==> src/rtl/pdsc_pkg.sv <==
// package: constants and types for the power-down start control block
package pdsc_pkg;
  // register byte offsets (chosen map)
  localparam logic [7:0] ADDR_CTRL = 8'h00;
  localparam logic [7:0] ADDR_STATUS = 8'h04;
  localparam logic [7:0] ADDR_IRQ_STAT = 8'h08;
  localparam logic [7:0] ADDR_IRQ_MASK = 8'h0C;
  localparam logic [7:0] ADDR_RET_A = 8'h10;
  localparam logic [7:0] ADDR_RET_B = 8'h14;
  localparam logic [7:0] ADDR_INIT_A = 8'h18;
  localparam logic [7:0] ADDR_INIT_B = 8'h1C;
  // control register command bits (write one to issue)
  localparam int CMD_ARM = 0;
  localparam int CMD_CLK_SLEEP = 1;
  localparam int CMD_RAM_SLEEP = 2;
  localparam int CMD_OTHER = 3;
  localparam int CMD_SKIP = 4;
  // status bit whose write-one clears the timer5 request flag
  localparam int STAT_T5_CLR = 2;
  // irq status bits
  localparam int IRQ_WARM = 0;
  localparam int IRQ_COLD = 1;
  localparam int IRQ_SLEEP = 2;
  localparam int IRQ_NOP = 3;
  localparam int IRQ_W = 4;
  // reset / init values
  localparam logic [13:0] PC_START = 14'h0000;
  localparam logic [2:0] SP_INIT = 3'h7;
  localparam logic [3:0] NIB_ZERO = 4'h0;
  localparam logic [1:0] RESP_OKAY = 2'h0;
  localparam logic [1:0] RESP_SLVERR = 2'h2;

  typedef enum logic [1:0] {
    PDSC_RUN,
    PDSC_CLK_SLEEP,
    PDSC_RAM_SLEEP
  } pdsc_state_e;

  // state initialized on every return from sleep
  typedef struct packed {
    logic [13:0] pc;
    logic [3:0] acc;
    logic [3:0] reg_b;
    logic carry;
    logic [2:0] sp;
    logic [3:0] int_en_a;
    logic [3:0] int_en_b;
    logic [3:0] prescaler;
    logic [3:0] timer4_ctl;
    logic conv_done;
    logic serial_done;
    logic wdog_one;
    logic wdog_two;
  } pdsc_init_s;

  // retained control group, 8 nibbles in word a, 6 nibbles and a spare byte in word b
  typedef struct packed {
    logic [3:0] timer1_ctl;
    logic [3:0] timer3_ctl;
    logic [3:0] timer5_ctl;
    logic [3:0] lcd_timer_ctl;
    logic [3:0] serial_mode;
    logic [3:0] conv_ctl_a;
    logic [3:0] conv_ctl_c;
    logic [3:0] lcd_ctl_a;
  } pdsc_ret_a_s;

  typedef struct packed {
    logic [3:0] lcd_ctl_b;
    logic [3:0] pullup_p0;
    logic [3:0] pullup_p1;
    logic [3:0] key_wake_p0;
    logic [3:0] key_wake_p1;
    logic [3:0] key_wake_ext;
    logic [7:0] spare;
  } pdsc_ret_b_s;
endpackage

==> src/rtl/pdsc_ctrl.sv <==
// power-down start control: warm/cold start, sleep entry, retention, axi4-lite regs
`timescale 1ns/1ps
// Summary of operation
// RULE_01 - wake on external input or timer5 underflow
// RULE_02 - warm start: pc zero, power-down flag set
// RULE_03 - pin, watchdog, voltage reset: cold start, flag clear
// RULE_04 - skip instruction tests power-down flag
// RULE_05 - timer5 request flag readable after wakeup
// RULE_06 - pc, acc, b, carry, sp initialized
// RULE_07 - both interrupt enable registers initialized
// RULE_08 - prescaler and timer4 control initialized
// RULE_09 - timer 1-3, 5, lcd timer controls retained (only timer1, timer3, timer5 and lcd timer fields are kept here)
// RULE_10 - serial, converter, lcd controls retained
// RULE_11 - pull-up and key-wake controls retained
// RULE_12 - timer1-4 request flags undefined after return
// RULE_13 - converter done flag initialized on return
// RULE_14 - serial done flag initialized on return
// RULE_15 - both watchdog flags initialized on return
// RULE_16 - sleep only if arm immediately precedes
// RULE_17 - ram backup return sets sp to 7
// RULE_18 - ram backup wakes only on external input
module pdsc_ctrl (
  input wire logic ref_clk,
  input wire logic rst_n,
  input wire logic reset_pin_n,
  input wire logic wdog_reset,
  input wire logic vdrop_reset,
  input wire logic ext_wake,
  input wire logic timer5_underflow,
  input wire logic [31:0] s_axi_awaddr,
  input wire logic s_axi_awvalid,
  output logic s_axi_awready,
  input wire logic [31:0] s_axi_wdata,
  input wire logic [3:0] s_axi_wstrb,
  input wire logic s_axi_wvalid,
  output logic s_axi_wready,
  output logic [1:0] s_axi_bresp,
  output logic s_axi_bvalid,
  input wire logic s_axi_bready,
  input wire logic [31:0] s_axi_araddr,
  input wire logic s_axi_arvalid,
  output logic s_axi_arready,
  output logic [31:0] s_axi_rdata,
  output logic [1:0] s_axi_rresp,
  output logic s_axi_rvalid,
  input wire logic s_axi_rready,
  output logic sleeping,
  output logic osc_stopped,
  output logic core_restart,
  output logic skip_next,
  output logic irq
);
  // external inputs: two-flop synchronisers
  logic [4:0] meta_ff;
  logic [4:0] sync_ff;
  always_ff @(posedge ref_clk or negedge rst_n) begin
    if (!rst_n) begin
      meta_ff <= 5'h00;
      sync_ff <= 5'h00;
    end else begin
      meta_ff <= {~reset_pin_n, wdog_reset, vdrop_reset, ext_wake, timer5_underflow};
      sync_ff <= meta_ff;
    end
  end
  wire pin_rst = sync_ff[4];
  wire wd_rst = sync_ff[3];
  wire vd_rst = sync_ff[2];
  wire wake_ext = sync_ff[1];
  wire t5_uf = sync_ff[0];
  wire cold = pin_rst | wd_rst | vd_rst; // RULE_03
  logic cold_q_ff;
  // restart pulses once per cold event, not for as long as the source holds
  wire cold_start = cold & ~cold_q_ff;

  // axi4-lite write channel
  logic aw_hold_ff;
  logic w_hold_ff;
  logic [7:0] awaddr_ff;
  logic [31:0] wdata_ff;
  logic [3:0] wstrb_ff;
  logic bvalid_ff;
  logic [1:0] bresp_ff;
  wire aw_take = s_axi_awvalid & ~aw_hold_ff & ~bvalid_ff;
  wire w_take = s_axi_wvalid & ~w_hold_ff & ~bvalid_ff;
  wire wr_fire = aw_hold_ff & w_hold_ff & ~bvalid_ff;
  wire [7:0] wr_addr = awaddr_ff;
  wire wr_ctrl = wr_fire & (wr_addr == pdsc_pkg::ADDR_CTRL) & wstrb_ff[0];
  wire wr_istat = wr_fire & (wr_addr == pdsc_pkg::ADDR_IRQ_STAT) & wstrb_ff[0];
  wire wr_imask = wr_fire & (wr_addr == pdsc_pkg::ADDR_IRQ_MASK) & wstrb_ff[0];
  wire wr_reta = wr_fire & (wr_addr == pdsc_pkg::ADDR_RET_A);
  wire wr_retb = wr_fire & (wr_addr == pdsc_pkg::ADDR_RET_B);
  wire wr_inita = wr_fire & (wr_addr == pdsc_pkg::ADDR_INIT_A);
  wire wr_initb = wr_fire & (wr_addr == pdsc_pkg::ADDR_INIT_B);
  wire wr_mapped = wr_addr == pdsc_pkg::ADDR_CTRL || wr_addr == pdsc_pkg::ADDR_STATUS ||
    wr_addr == pdsc_pkg::ADDR_IRQ_STAT || wr_addr == pdsc_pkg::ADDR_IRQ_MASK ||
    wr_addr == pdsc_pkg::ADDR_RET_A || wr_addr == pdsc_pkg::ADDR_RET_B ||
    wr_addr == pdsc_pkg::ADDR_INIT_A || wr_addr == pdsc_pkg::ADDR_INIT_B;
  wire [1:0] nxt_bresp = wr_mapped ? pdsc_pkg::RESP_OKAY : pdsc_pkg::RESP_SLVERR;

  always_ff @(posedge ref_clk or negedge rst_n) begin
    if (!rst_n) begin
      aw_hold_ff <= 1'b0;
      w_hold_ff <= 1'b0;
      awaddr_ff <= 8'h00;
      wdata_ff <= 32'h0000_0000;
      wstrb_ff <= 4'h0;
      bvalid_ff <= 1'b0;
      bresp_ff <= 2'h0;
    end else begin
      if (aw_take) begin
        aw_hold_ff <= 1'b1;
        awaddr_ff <= {s_axi_awaddr[7:2], 2'b00};
      end
      if (w_take) begin
        w_hold_ff <= 1'b1;
        wdata_ff <= s_axi_wdata;
        wstrb_ff <= s_axi_wstrb;
      end
      if (wr_fire) begin
        aw_hold_ff <= 1'b0;
        w_hold_ff <= 1'b0;
        bvalid_ff <= 1'b1;
        bresp_ff <= nxt_bresp;
      end else if (bvalid_ff && s_axi_bready) begin
        bvalid_ff <= 1'b0;
      end
    end
  end
  // readies registered so every port leaves a flop
  logic awready_ff;
  logic wready_ff;
  wire nxt_bvalid = wr_fire | (bvalid_ff & ~s_axi_bready);
  wire nxt_aw_hold = ~wr_fire & (aw_hold_ff | aw_take);
  wire nxt_w_hold = ~wr_fire & (w_hold_ff | w_take);
  always_ff @(posedge ref_clk or negedge rst_n) begin
    if (!rst_n) begin
      awready_ff <= 1'b1;
      wready_ff <= 1'b1;
    end else begin
      awready_ff <= ~nxt_aw_hold & ~nxt_bvalid;
      wready_ff <= ~nxt_w_hold & ~nxt_bvalid;
    end
  end
  assign s_axi_awready = awready_ff;
  assign s_axi_wready = wready_ff;
  assign s_axi_bvalid = bvalid_ff;
  assign s_axi_bresp = bresp_ff;

  // instruction strobes from the core, modelled as control writes
  wire cmd_arm = wr_ctrl & wdata_ff[pdsc_pkg::CMD_ARM];
  wire cmd_clk = wr_ctrl & wdata_ff[pdsc_pkg::CMD_CLK_SLEEP];
  wire cmd_ram = wr_ctrl & wdata_ff[pdsc_pkg::CMD_RAM_SLEEP];
  wire cmd_other = wr_ctrl & wdata_ff[pdsc_pkg::CMD_OTHER];
  wire cmd_skip = wr_ctrl & wdata_ff[pdsc_pkg::CMD_SKIP];

  // sleep state machine
  pdsc_pkg::pdsc_state_e state_ff;
  pdsc_pkg::pdsc_state_e nxt_state;
  logic armed_ff;
  logic pd_flag_ff;
  logic t5_flag_ff;
  logic restart_ff;
  logic skip_ff;
  wire running = state_ff == pdsc_pkg::PDSC_RUN;
  // arm must be the instruction directly before; any other one disarms
  wire sleep_ok = armed_ff & ~cmd_arm & ~cmd_other; // RULE_16
  wire go_clk = running & cmd_clk & sleep_ok & ~cmd_ram; // RULE_16
  wire go_ram = running & cmd_ram & sleep_ok; // RULE_16
  wire sleep_nop = running & (cmd_clk | cmd_ram) & ~sleep_ok;
  // oscillator stopped: timer5 cannot wake ram backup
  wire wake_clk = (state_ff == pdsc_pkg::PDSC_CLK_SLEEP) & (wake_ext | t5_uf); // RULE_01
  wire wake_ram = (state_ff == pdsc_pkg::PDSC_RAM_SLEEP) & wake_ext; // RULE_18
  wire warm = (wake_clk | wake_ram) & ~cold;

  always_comb begin
    nxt_state = state_ff;
    unique case (state_ff)
      pdsc_pkg::PDSC_RUN: begin
        if (go_ram) nxt_state = pdsc_pkg::PDSC_RAM_SLEEP;
        else if (go_clk) nxt_state = pdsc_pkg::PDSC_CLK_SLEEP;
      end
      pdsc_pkg::PDSC_CLK_SLEEP,
      pdsc_pkg::PDSC_RAM_SLEEP: begin
        if (warm) nxt_state = pdsc_pkg::PDSC_RUN;
      end
    endcase
    if (cold) nxt_state = pdsc_pkg::PDSC_RUN;
  end

  always_ff @(posedge ref_clk or negedge rst_n) begin
    if (!rst_n) begin
      state_ff <= pdsc_pkg::PDSC_RUN;
      armed_ff <= 1'b0;
      pd_flag_ff <= 1'b0;
      restart_ff <= 1'b0;
      skip_ff <= 1'b0;
      cold_q_ff <= 1'b0;
    end else begin
      state_ff <= nxt_state;
      if (wr_ctrl) armed_ff <= cmd_arm & running; // RULE_16
      if (cold) pd_flag_ff <= 1'b0; // RULE_03
      else if (warm) pd_flag_ff <= 1'b1; // RULE_02
      cold_q_ff <= cold;
      restart_ff <= cold_start | warm; // RULE_02 RULE_03
      skip_ff <= cmd_skip & pd_flag_ff; // RULE_04
    end
  end

  // timer5 request flag: survives wake, cleared by writing one to status bit 2; it reads back at status bit 3
  wire t5_clr = wr_fire & (wr_addr == pdsc_pkg::ADDR_STATUS) &
    wdata_ff[pdsc_pkg::STAT_T5_CLR];
  always_ff @(posedge ref_clk or negedge rst_n) begin
    if (!rst_n) t5_flag_ff <= 1'b0;
    else if (t5_uf) t5_flag_ff <= 1'b1; // RULE_05
    else if (t5_clr) t5_flag_ff <= 1'b0;
  end

  // initialized state: cleared on every start, warm or cold, except sp which loads 7
  pdsc_pkg::pdsc_init_s init_ff;
  wire restart_now = cold | warm;
  always_ff @(posedge ref_clk or negedge rst_n) begin
    if (!rst_n) begin
      init_ff <= '0;
      init_ff.sp <= pdsc_pkg::SP_INIT;
    end else if (restart_now) begin
      init_ff <= '0; // RULE_06 RULE_07 RULE_08 RULE_13 RULE_14 RULE_15
      init_ff.pc <= pdsc_pkg::PC_START; // RULE_02
      init_ff.sp <= pdsc_pkg::SP_INIT; // RULE_17
    end else if (wr_inita) begin
      init_ff[35:4] <= wdata_ff;
    end else if (wr_initb) begin
      init_ff[3:0] <= wdata_ff[3:0];
    end
  end

  // retained controls: only cold reset clears them, sleep never touches them
  pdsc_pkg::pdsc_ret_a_s ret_a_ff;
  pdsc_pkg::pdsc_ret_b_s ret_b_ff;
  always_ff @(posedge ref_clk or negedge rst_n) begin
    if (!rst_n) begin
      ret_a_ff <= '0;
      ret_b_ff <= '0;
    end else if (cold) begin
      ret_a_ff <= '0;
      ret_b_ff <= '0;
    end else begin
      if (wr_reta) ret_a_ff <= wdata_ff; // RULE_09 RULE_10
      if (wr_retb) ret_b_ff <= {wdata_ff[31:8], 8'h00}; // RULE_10 RULE_11
    end
  end
  // timer1-4 request flags live in the timers; their state after return is undefined,
  // so this block keeps no copy and reports none (RULE_12)

  // interrupts: sticky, write one to clear, set wins
  logic [pdsc_pkg::IRQ_W-1:0] istat_ff;
  logic [pdsc_pkg::IRQ_W-1:0] imask_ff;
  logic irq_ff;
  wire [pdsc_pkg::IRQ_W-1:0] ev = {sleep_nop, go_clk | go_ram, cold, warm};
  wire [pdsc_pkg::IRQ_W-1:0] iclr = wr_istat ? wdata_ff[pdsc_pkg::IRQ_W-1:0] : '0;
  wire [pdsc_pkg::IRQ_W-1:0] nxt_istat = (istat_ff & ~iclr) | ev;
  always_ff @(posedge ref_clk or negedge rst_n) begin
    if (!rst_n) begin
      istat_ff <= '0;
      imask_ff <= '0;
      irq_ff <= 1'b0;
    end else begin
      istat_ff <= nxt_istat;
      if (wr_imask) imask_ff <= wdata_ff[pdsc_pkg::IRQ_W-1:0];
      irq_ff <= |(nxt_istat & imask_ff);
    end
  end

  // axi4-lite read channel
  logic rvalid_ff;
  logic [31:0] rdata_ff;
  logic [1:0] rresp_ff;
  wire [7:0] rd_addr = {s_axi_araddr[7:2], 2'b00};
  wire rd_take = s_axi_arvalid & ~rvalid_ff;
  wire [31:0] status_word = {27'h0, armed_ff, t5_flag_ff, pd_flag_ff, // RULE_04 RULE_05
    state_ff == pdsc_pkg::PDSC_RAM_SLEEP, ~running};
  logic [31:0] rd_mux;
  logic rd_hit;
  always_comb begin
    rd_hit = 1'b1;
    unique case (rd_addr)
      pdsc_pkg::ADDR_CTRL: rd_mux = 32'h0000_0000;
      pdsc_pkg::ADDR_STATUS: rd_mux = status_word;
      pdsc_pkg::ADDR_IRQ_STAT: rd_mux = {28'h0, istat_ff};
      pdsc_pkg::ADDR_IRQ_MASK: rd_mux = {28'h0, imask_ff};
      pdsc_pkg::ADDR_RET_A: rd_mux = ret_a_ff;
      pdsc_pkg::ADDR_RET_B: rd_mux = ret_b_ff;
      pdsc_pkg::ADDR_INIT_A: rd_mux = init_ff[35:4];
      pdsc_pkg::ADDR_INIT_B: rd_mux = {28'h0, init_ff[3:0]};
      default: begin
        rd_mux = 32'h0000_0000;
        rd_hit = 1'b0;
      end
    endcase
  end
  always_ff @(posedge ref_clk or negedge rst_n) begin
    if (!rst_n) begin
      rvalid_ff <= 1'b0;
      rdata_ff <= 32'h0000_0000;
      rresp_ff <= 2'h0;
    end else if (rd_take) begin
      rvalid_ff <= 1'b1;
      rdata_ff <= rd_mux;
      rresp_ff <= rd_hit ? pdsc_pkg::RESP_OKAY : pdsc_pkg::RESP_SLVERR;
    end else if (rvalid_ff && s_axi_rready) begin
      rvalid_ff <= 1'b0;
    end
  end
  logic arready_ff;
  wire nxt_rvalid = rd_take | (rvalid_ff & ~s_axi_rready);
  always_ff @(posedge ref_clk or negedge rst_n) begin
    if (!rst_n) arready_ff <= 1'b1;
    else arready_ff <= ~nxt_rvalid;
  end
  assign s_axi_arready = arready_ff;
  assign s_axi_rvalid = rvalid_ff;
  assign s_axi_rdata = rdata_ff;
  assign s_axi_rresp = rresp_ff;

  // core-facing outputs
  logic sleeping_ff;
  logic osc_ff;
  always_ff @(posedge ref_clk or negedge rst_n) begin
    if (!rst_n) begin
      sleeping_ff <= 1'b0;
      osc_ff <= 1'b0;
    end else begin
      sleeping_ff <= nxt_state != pdsc_pkg::PDSC_RUN;
      osc_ff <= nxt_state == pdsc_pkg::PDSC_RAM_SLEEP;
    end
  end
  assign sleeping = sleeping_ff;
  assign osc_stopped = osc_ff;
  assign core_restart = restart_ff;
  assign skip_next = skip_ff;
  assign irq = irq_ff;
endmodule // pdsc_ctrl

==> config.mk <==
export PLATFORM = sky130hd
export DESIGN_NAME = pdsc_ctrl
export DESIGN_NICKNAME = d
export VERILOG_FILES = /design/src/rtl/pdsc_pkg.sv /design/src/rtl/pdsc_ctrl.sv
export SDC_FILE = /design/constraint.sdc
export NUM_CORES = 1
export LEC_CHECK = 0
export BUFFER_PORTS_ARGS = -buffer_cell sky130_fd_sc_hd__buf_2
export CORE_MARGIN = 4
export CORE_UTILIZATION = 40
export DETAILED_ROUTE_END_ITERATION = 8
export PLACE_DENSITY = 0.58
export SLEW_MARGIN = 20
export SYNTH_ARGS = -nofsm -noshare
export SYNTH_HDL_FRONTEND = slang
export SYNTH_SLANG_ARGS = --single-unit
export TNS_END_PERCENT = 1
==> constraint.sdc <==
create_clock -name ref_clk -period 5.69 [get_ports ref_clk]
set_input_delay 1.138 -clock ref_clk [delete_from_list [all_inputs] [get_ports ref_clk]]
set_output_delay 1.138 -clock ref_clk [all_outputs]
set_load 0.03 [all_outputs]
==> run metrics, run 1 <==
wire per inst=19.7 um; clock sink total=201; die width=150 um; GPL Wtd Cong=0.783; status=complete, no violations; htree depth=1; core area=0.0197 mm^2; leakage=4.40 nW; Ant. Diodes=0; commonest non-fill, non-tap cell in the layout=dfrtp_1; synthesized area=0.00812 mm^2; number of flops mapped to enable cells by yosys=0; via count=5,541; First DRT Iteration DRCs=316; register area=0.00504 mm^2; drc violations=0; share of the synthesized area in the top cell type=60.1%; final worst setup slack=2.96 ns; CP Launch Type=primary input; post-cts gate resize count=0; crit path time final=2.73 ns; xor and xnor area share after synthesis=0%; Post-Place Cells=952; top_reg_cell synth=dfrtp_1; global-route wire length before repair=31,200 um; Gate Count Post-Synth=627; antenna violations before repair=0; crit-path max FO=36; Critical Path RT=6.09 ns; global route total overflow=0; Layout Cells excl Fill=989; Fin Setup TNS=0 ns; vias in the first global route=5,811; Num CTS Buffers=21; dpl hpwl=12,100 um; Post CTS Setup Buffer Count=0; final period utilization=48.1%; post-synthesis simple-gate area fraction=7.40%; commonest non-fill, non-tap cells in the layout=195 x dfrtp_1, 99 x buf_2, 86 x a22o_1; dpl ws=2.27 ns; Synth Area in Compound Gates=19.8%; crit end category=flop; DRT Pass-1 Iters=4; vias per cell=5.60; Post-Route WL=19,500 um; Max Cap Viol=0; die height=150 um; maximum buffer depth of the clock tree=3; multiplexer area fraction after synthesis=6.69%; final setup vio count=0; buffers added on ports=100; Final Hold Vio Count=0; average cell area after synthesis=12.9 um^2; Achievable Freq=0.366 GHz; hold buffer count at cts=0; Layout Nets=825; CP arrival=3.14 ns; Ys Warns=0; Clk pin slew, worst setup/hold paths=0.06 ns; share of cells above drive strength 1=28.5%; Fillers=1,803; Ports=158; headroom to the max-slew limit=24.0%; pwr dens=390 mW/mm^2; clock tree from TritonCTS=done; Setup Crit Path Kind=in -> reg; Netlist cell types=54; Worst-Skew Late Latency=0.50 ns; largest net degree at the start of global routing=110; Slew Viols, Final=0; post-synthesis adder-cell area fraction=0.463%; skew final=0.0131 ns; cell taking the most area after synthesis=dfrtp_1; synth top area cells=dfrtp_1 60%, a22o_1 9.3%, mux2_2 5.8%; RSZ-0062 raised after global routing=no; Multi-input gate area=0.00284 mm^2; area growth from synthesis to layout=17.0%; Peak VDD IR=289 uV; Initial Util=41.2%; num rows=51; CTS Root Buffer Type=clkbuf_16; main combinational cell family by area after synthesis=compound AO/OA/AOI/OAI gates; Slew @ Worst Pin=1.14 ns; Seq/Total Area, Yosys=62.1%; hold crit path type=reg -> reg; Synth Register Bits=201; die footprint=0.0226 mm^2; ANT nets after route=0; total track usage=17.3%; asr flop ratio synth=100%; Final Core Density=48.1%
flip-flops by register name (all words and copies together), names as in the netlist, 2 cells and up:
| register | flops |
|---|---|
| init_ff | 36 |
| ret_a_ff | 32 |
| s_axi_rdata | 32 |
| wdata_ff | 32 |
| ret_b_ff | 24 |
| awaddr_ff | 6 |
| meta_ff | 5 |
| sync_ff | 5 |
| imask_ff | 4 |
| istat_ff | 4 |
| state_ff | 2 |
routing by layer:
metal / up-vias / track usage (%) / share of wire (%)
met5: - / 0 / 0
met4: 0 / 3.84 / 2.0
met3: 31 / 3.22 / 5.6
met2: 149 / 28.7 / 48
met1: 2845 / 23.9 / 44
li1: 2516 / - / -
where the power goes:
group | switching [mW] | internal (mW)
clock | 0.541 | 0.792
sequential | 0.228 | 1.63
combinational | 0.272 | 0.240
total | 1.04 | 2.66
cell type report:
| cell class | count | share of cell area [%] |
|---|---|---|
| flip-flops and latches | 201 | 53.1 |
| inverters | 8 | 0.316 |
| repair buffers | 109 | 6.08 |
| clock buffers | 31 | 6.46 |
| clock inverters | 6 | 0.672 |
| multi-input cells | 369 | 29.9 |
| well taps | 265 | 3.49 |
synthesized netlist by cell type (all sizes together), types with 2 or more instances:
cell,instances
dfrtp,195
nor4b,2
and2,2
nand4b,2
clkbuf,23
a22o,86
nand3,7
o21ai,39
nor2,25
mux2,42
nand2,24
and3,7
a221o,2
a21oi,19
mux2i,7
and4,2
dfstp,6
a221oi,3
or2,2
inv,8
nor3b,6
nand4,2
nand3b,4
ha,3
nor3,6
nor2b,4
buf,27
a22oi,53
a31oi,2
o311a,2
o22a,3
and2b,2
worst paths after layout:
check                                  endpoint  slack, ns     startpoint  cells past startpoint
worst max-delay path            s_axi_rdata[17]       2.96  s_axi_arvalid                      6
worst min-delay path                 sync_ff[0]       0.35     meta_ff[0]                      0
worst max register to register     ret_a_ff[18]       2.98     sync_ff[3]                      4
worst min register to register       sync_ff[0]       0.35     meta_ff[0]                      0
max in group asynchronous          wdata_ff[28]       3.74          rst_n                      2
min in group asynchronous          s_axi_rvalid       0.75          rst_n                      1
critical path, cell delays in order:
cell	delay, ns
buf_2	0.10
nand2b_2	0.46
nor4b_4	0.83
buf_4	0.38
a22oi_1	0.10
o21ai_0	0.12
metrics by stage:
stage | hold WS (ns) | power [mW] | instance area [um^2]
floorplan | 0.331 | 2.20 | 8120
global placement | 0.332 | 2.37 | 8810
CTS | 0.349 | 3.74 | 9490
finish | 0.348 | 3.70 | 9490
detailed placement | 0.336 | 2.40 | 8810
global route | 0.352 | 3.87 | 9490
kinds of logic (layout without fill, tap and decap cells):
logic type / count (synthesis) / in the layout
compound gates: 215 / 215
buf+inv: 58 / 154
simple gates: 100 / 100
other cells: 1 / 2
fa+ha+maj: 3 / 3
mux: 49 / 49
flops: 201 / 201
No activity file was read; power rests on OpenSTA's default activity.
==> run 2: changes to the inputs <==
PLACE_DENSITY = 0.6   (was 0.58)
clock period = 2.5 ns   (was 5.69 ns; I/O delays follow)
==> run metrics, run 2 (same netlist as run 1, synthesis figures left out) <==
htree depth=1; Reg2Reg Setup Slack=0.17 ns; clock sink total=201; via count=5,577; Fin Setup TNS=0 ns; Critical Path RT=2.94 ns; Fillers=1,770; register area=0.00504 mm^2; buffers added on ports=100; crit path time final=2.33 ns; Reg2Reg Launch Point=s_axi_bvalid; Layout Nets=839; Ant. Diodes=0; vias in the first global route=5,969; clock tree from TritonCTS=done; Final Hold Vio Count=0; maximum buffer depth of the clock tree=3; Worst Reg-to-Reg Cells=4; max FFs per register=36; status=complete, no violations; Peak VDD IR=745 uV; Setup crit start=s_axi_bvalid; commonest non-fill, non-tap cells in the layout=195 x dfrtp_1, 99 x buf_2, 86 x a22o_1; die width=150 um; Slew @ Worst Pin=1.12 ns; crit end category=flop; Setup Crit Path Kind=reg -> reg; Clk pin slew, worst setup/hold paths=0.06 ns; global-route wire length before repair=31,900 um; dpl hpwl=12,100 um; Worst-Skew Late Latency=0.50 ns; CP Launch Type=flop; headroom to the max-slew limit=24.9%; Post-Route WL=19,800 um; Post CTS Setup Buffer Count=0; Max Cap Viol=0; die height=150 um; hold crit path type=in -> reg; core area=0.0197 mm^2; global route total overflow=0; skew final=0.0209 ns; r2r endpoint=ret_a_ff[12]; final worst setup slack=0.165 ns; commonest non-fill, non-tap cell in the layout=dfrtp_1; DRT Pass-1 Iters=5; num rows=51; First DRT Iteration DRCs=360; GPL Wtd Cong=0.822; ANT nets after route=0; RSZ-0062 raised after global routing=no; die footprint=0.0226 mm^2; largest net degree at the start of global routing=87; Achievable Freq=0.428 GHz; share of cells above drive strength 1=30.0%; vias per cell=5.55; Ports=158; dpl ws=0.180 ns; area growth from synthesis to layout=20.0%; Slew Viols, Final=0; leakage=4.52 nW; Initial Util=41.2%; wire per inst=19.7 um; crit-path max FO=32; largest register by flop count=init_ff; final setup vio count=0; pwr dens=901 mW/mm^2; Critical Path End=ret_a_ff[12]; antenna violations before repair=0; final period utilization=93.4%; total track usage=17.6%; Num CTS Buffers=23; drc violations=0; Multi-input gate area=0.00283 mm^2; CTS Root Buffer Type=clkbuf_16; CP arrival=2.77 ns; Hold Path Depth=1
==> run 2: repair_timing <==
| action | CTS | global route |
|---|---|---|
| resized for setup | 0 | 0 |
| hold endpoints to repair | 40 | 0 |
| endpoints found under the setup margin | 0 | 0 |
| hold buffers | 1 | 0 |
==> run 2: layout make-up <==
type / count / area share [%]
Clock buffer: 30 / 6.69
Clock inverter: 11 / 1.19
Multi-Input combinational cell: 369 / 29.0
Tap cell: 265 / 3.40
Timing Repair Buffer: 121 / 7.64
Sequential cell: 201 / 51.7
Inverter: 8 / 0.308
==> run 2: worst max-delay path, stage by stage, from the launching register on <==
cell	delay (ns)
dfrtp_1	0.51
and3b_1	0.23
and3_1	0.31
a21oi_4	0.92
a22o_1	0.29
==> run 2: metal layers <==
layer	routed length [um]	share of wire, %	global-route usage, %	vias to the layer above
met5	0	0	0	-
met4	386	2.0	4.39	0
met3	1320	6.7	3.61	28
met2	9090	46	27.9	177
met1	8960	45	24.8	2835
li1	-	-	-	2537
==> run 2: how the worst min path moves through the flow <==
stage | startpoint | to | slack, ns
2_1_floorplan | rst_n | armed_ff | 0.20
3_3_place_gp | meta_ff[0] | sync_ff[0] | 0.33
3_5_place_dp | meta_ff[0] | sync_ff[0] | 0.34
4_1_cts | timer5_underflow | meta_ff[0] | 0.09
5_1_grt | wdog_reset | meta_ff[3] | 0.09
6_report | timer5_underflow | meta_ff[0] | 0.11
==> run 2: per-stage QoR <==
stage / hold WS (ns) / instances / power [mW] / instance area (um^2) / utilization (%)
floorplan: 0.204 / 628 / 5.01 / 8120 / -
global placement: 0.333 / 963 / 5.45 / 8960 / 45.4
detailed placement: 0.336 / 963 / 5.51 / 8960 / 45.4
CTS: 0.0945 / 1005 / 8.88 / 9740 / 49.4
global route: 0.0881 / 1005 / 9.20 / 9740 / 49.4
finish: 0.113 / 1005 / 8.78 / 9740 / 49.4
==> run 2: power breakdown <==
group          switching [mW]  internal [mW]
sequential              0.503           3.70
clock                    1.29           2.04
combinational           0.655          0.588
total                    2.45           6.33
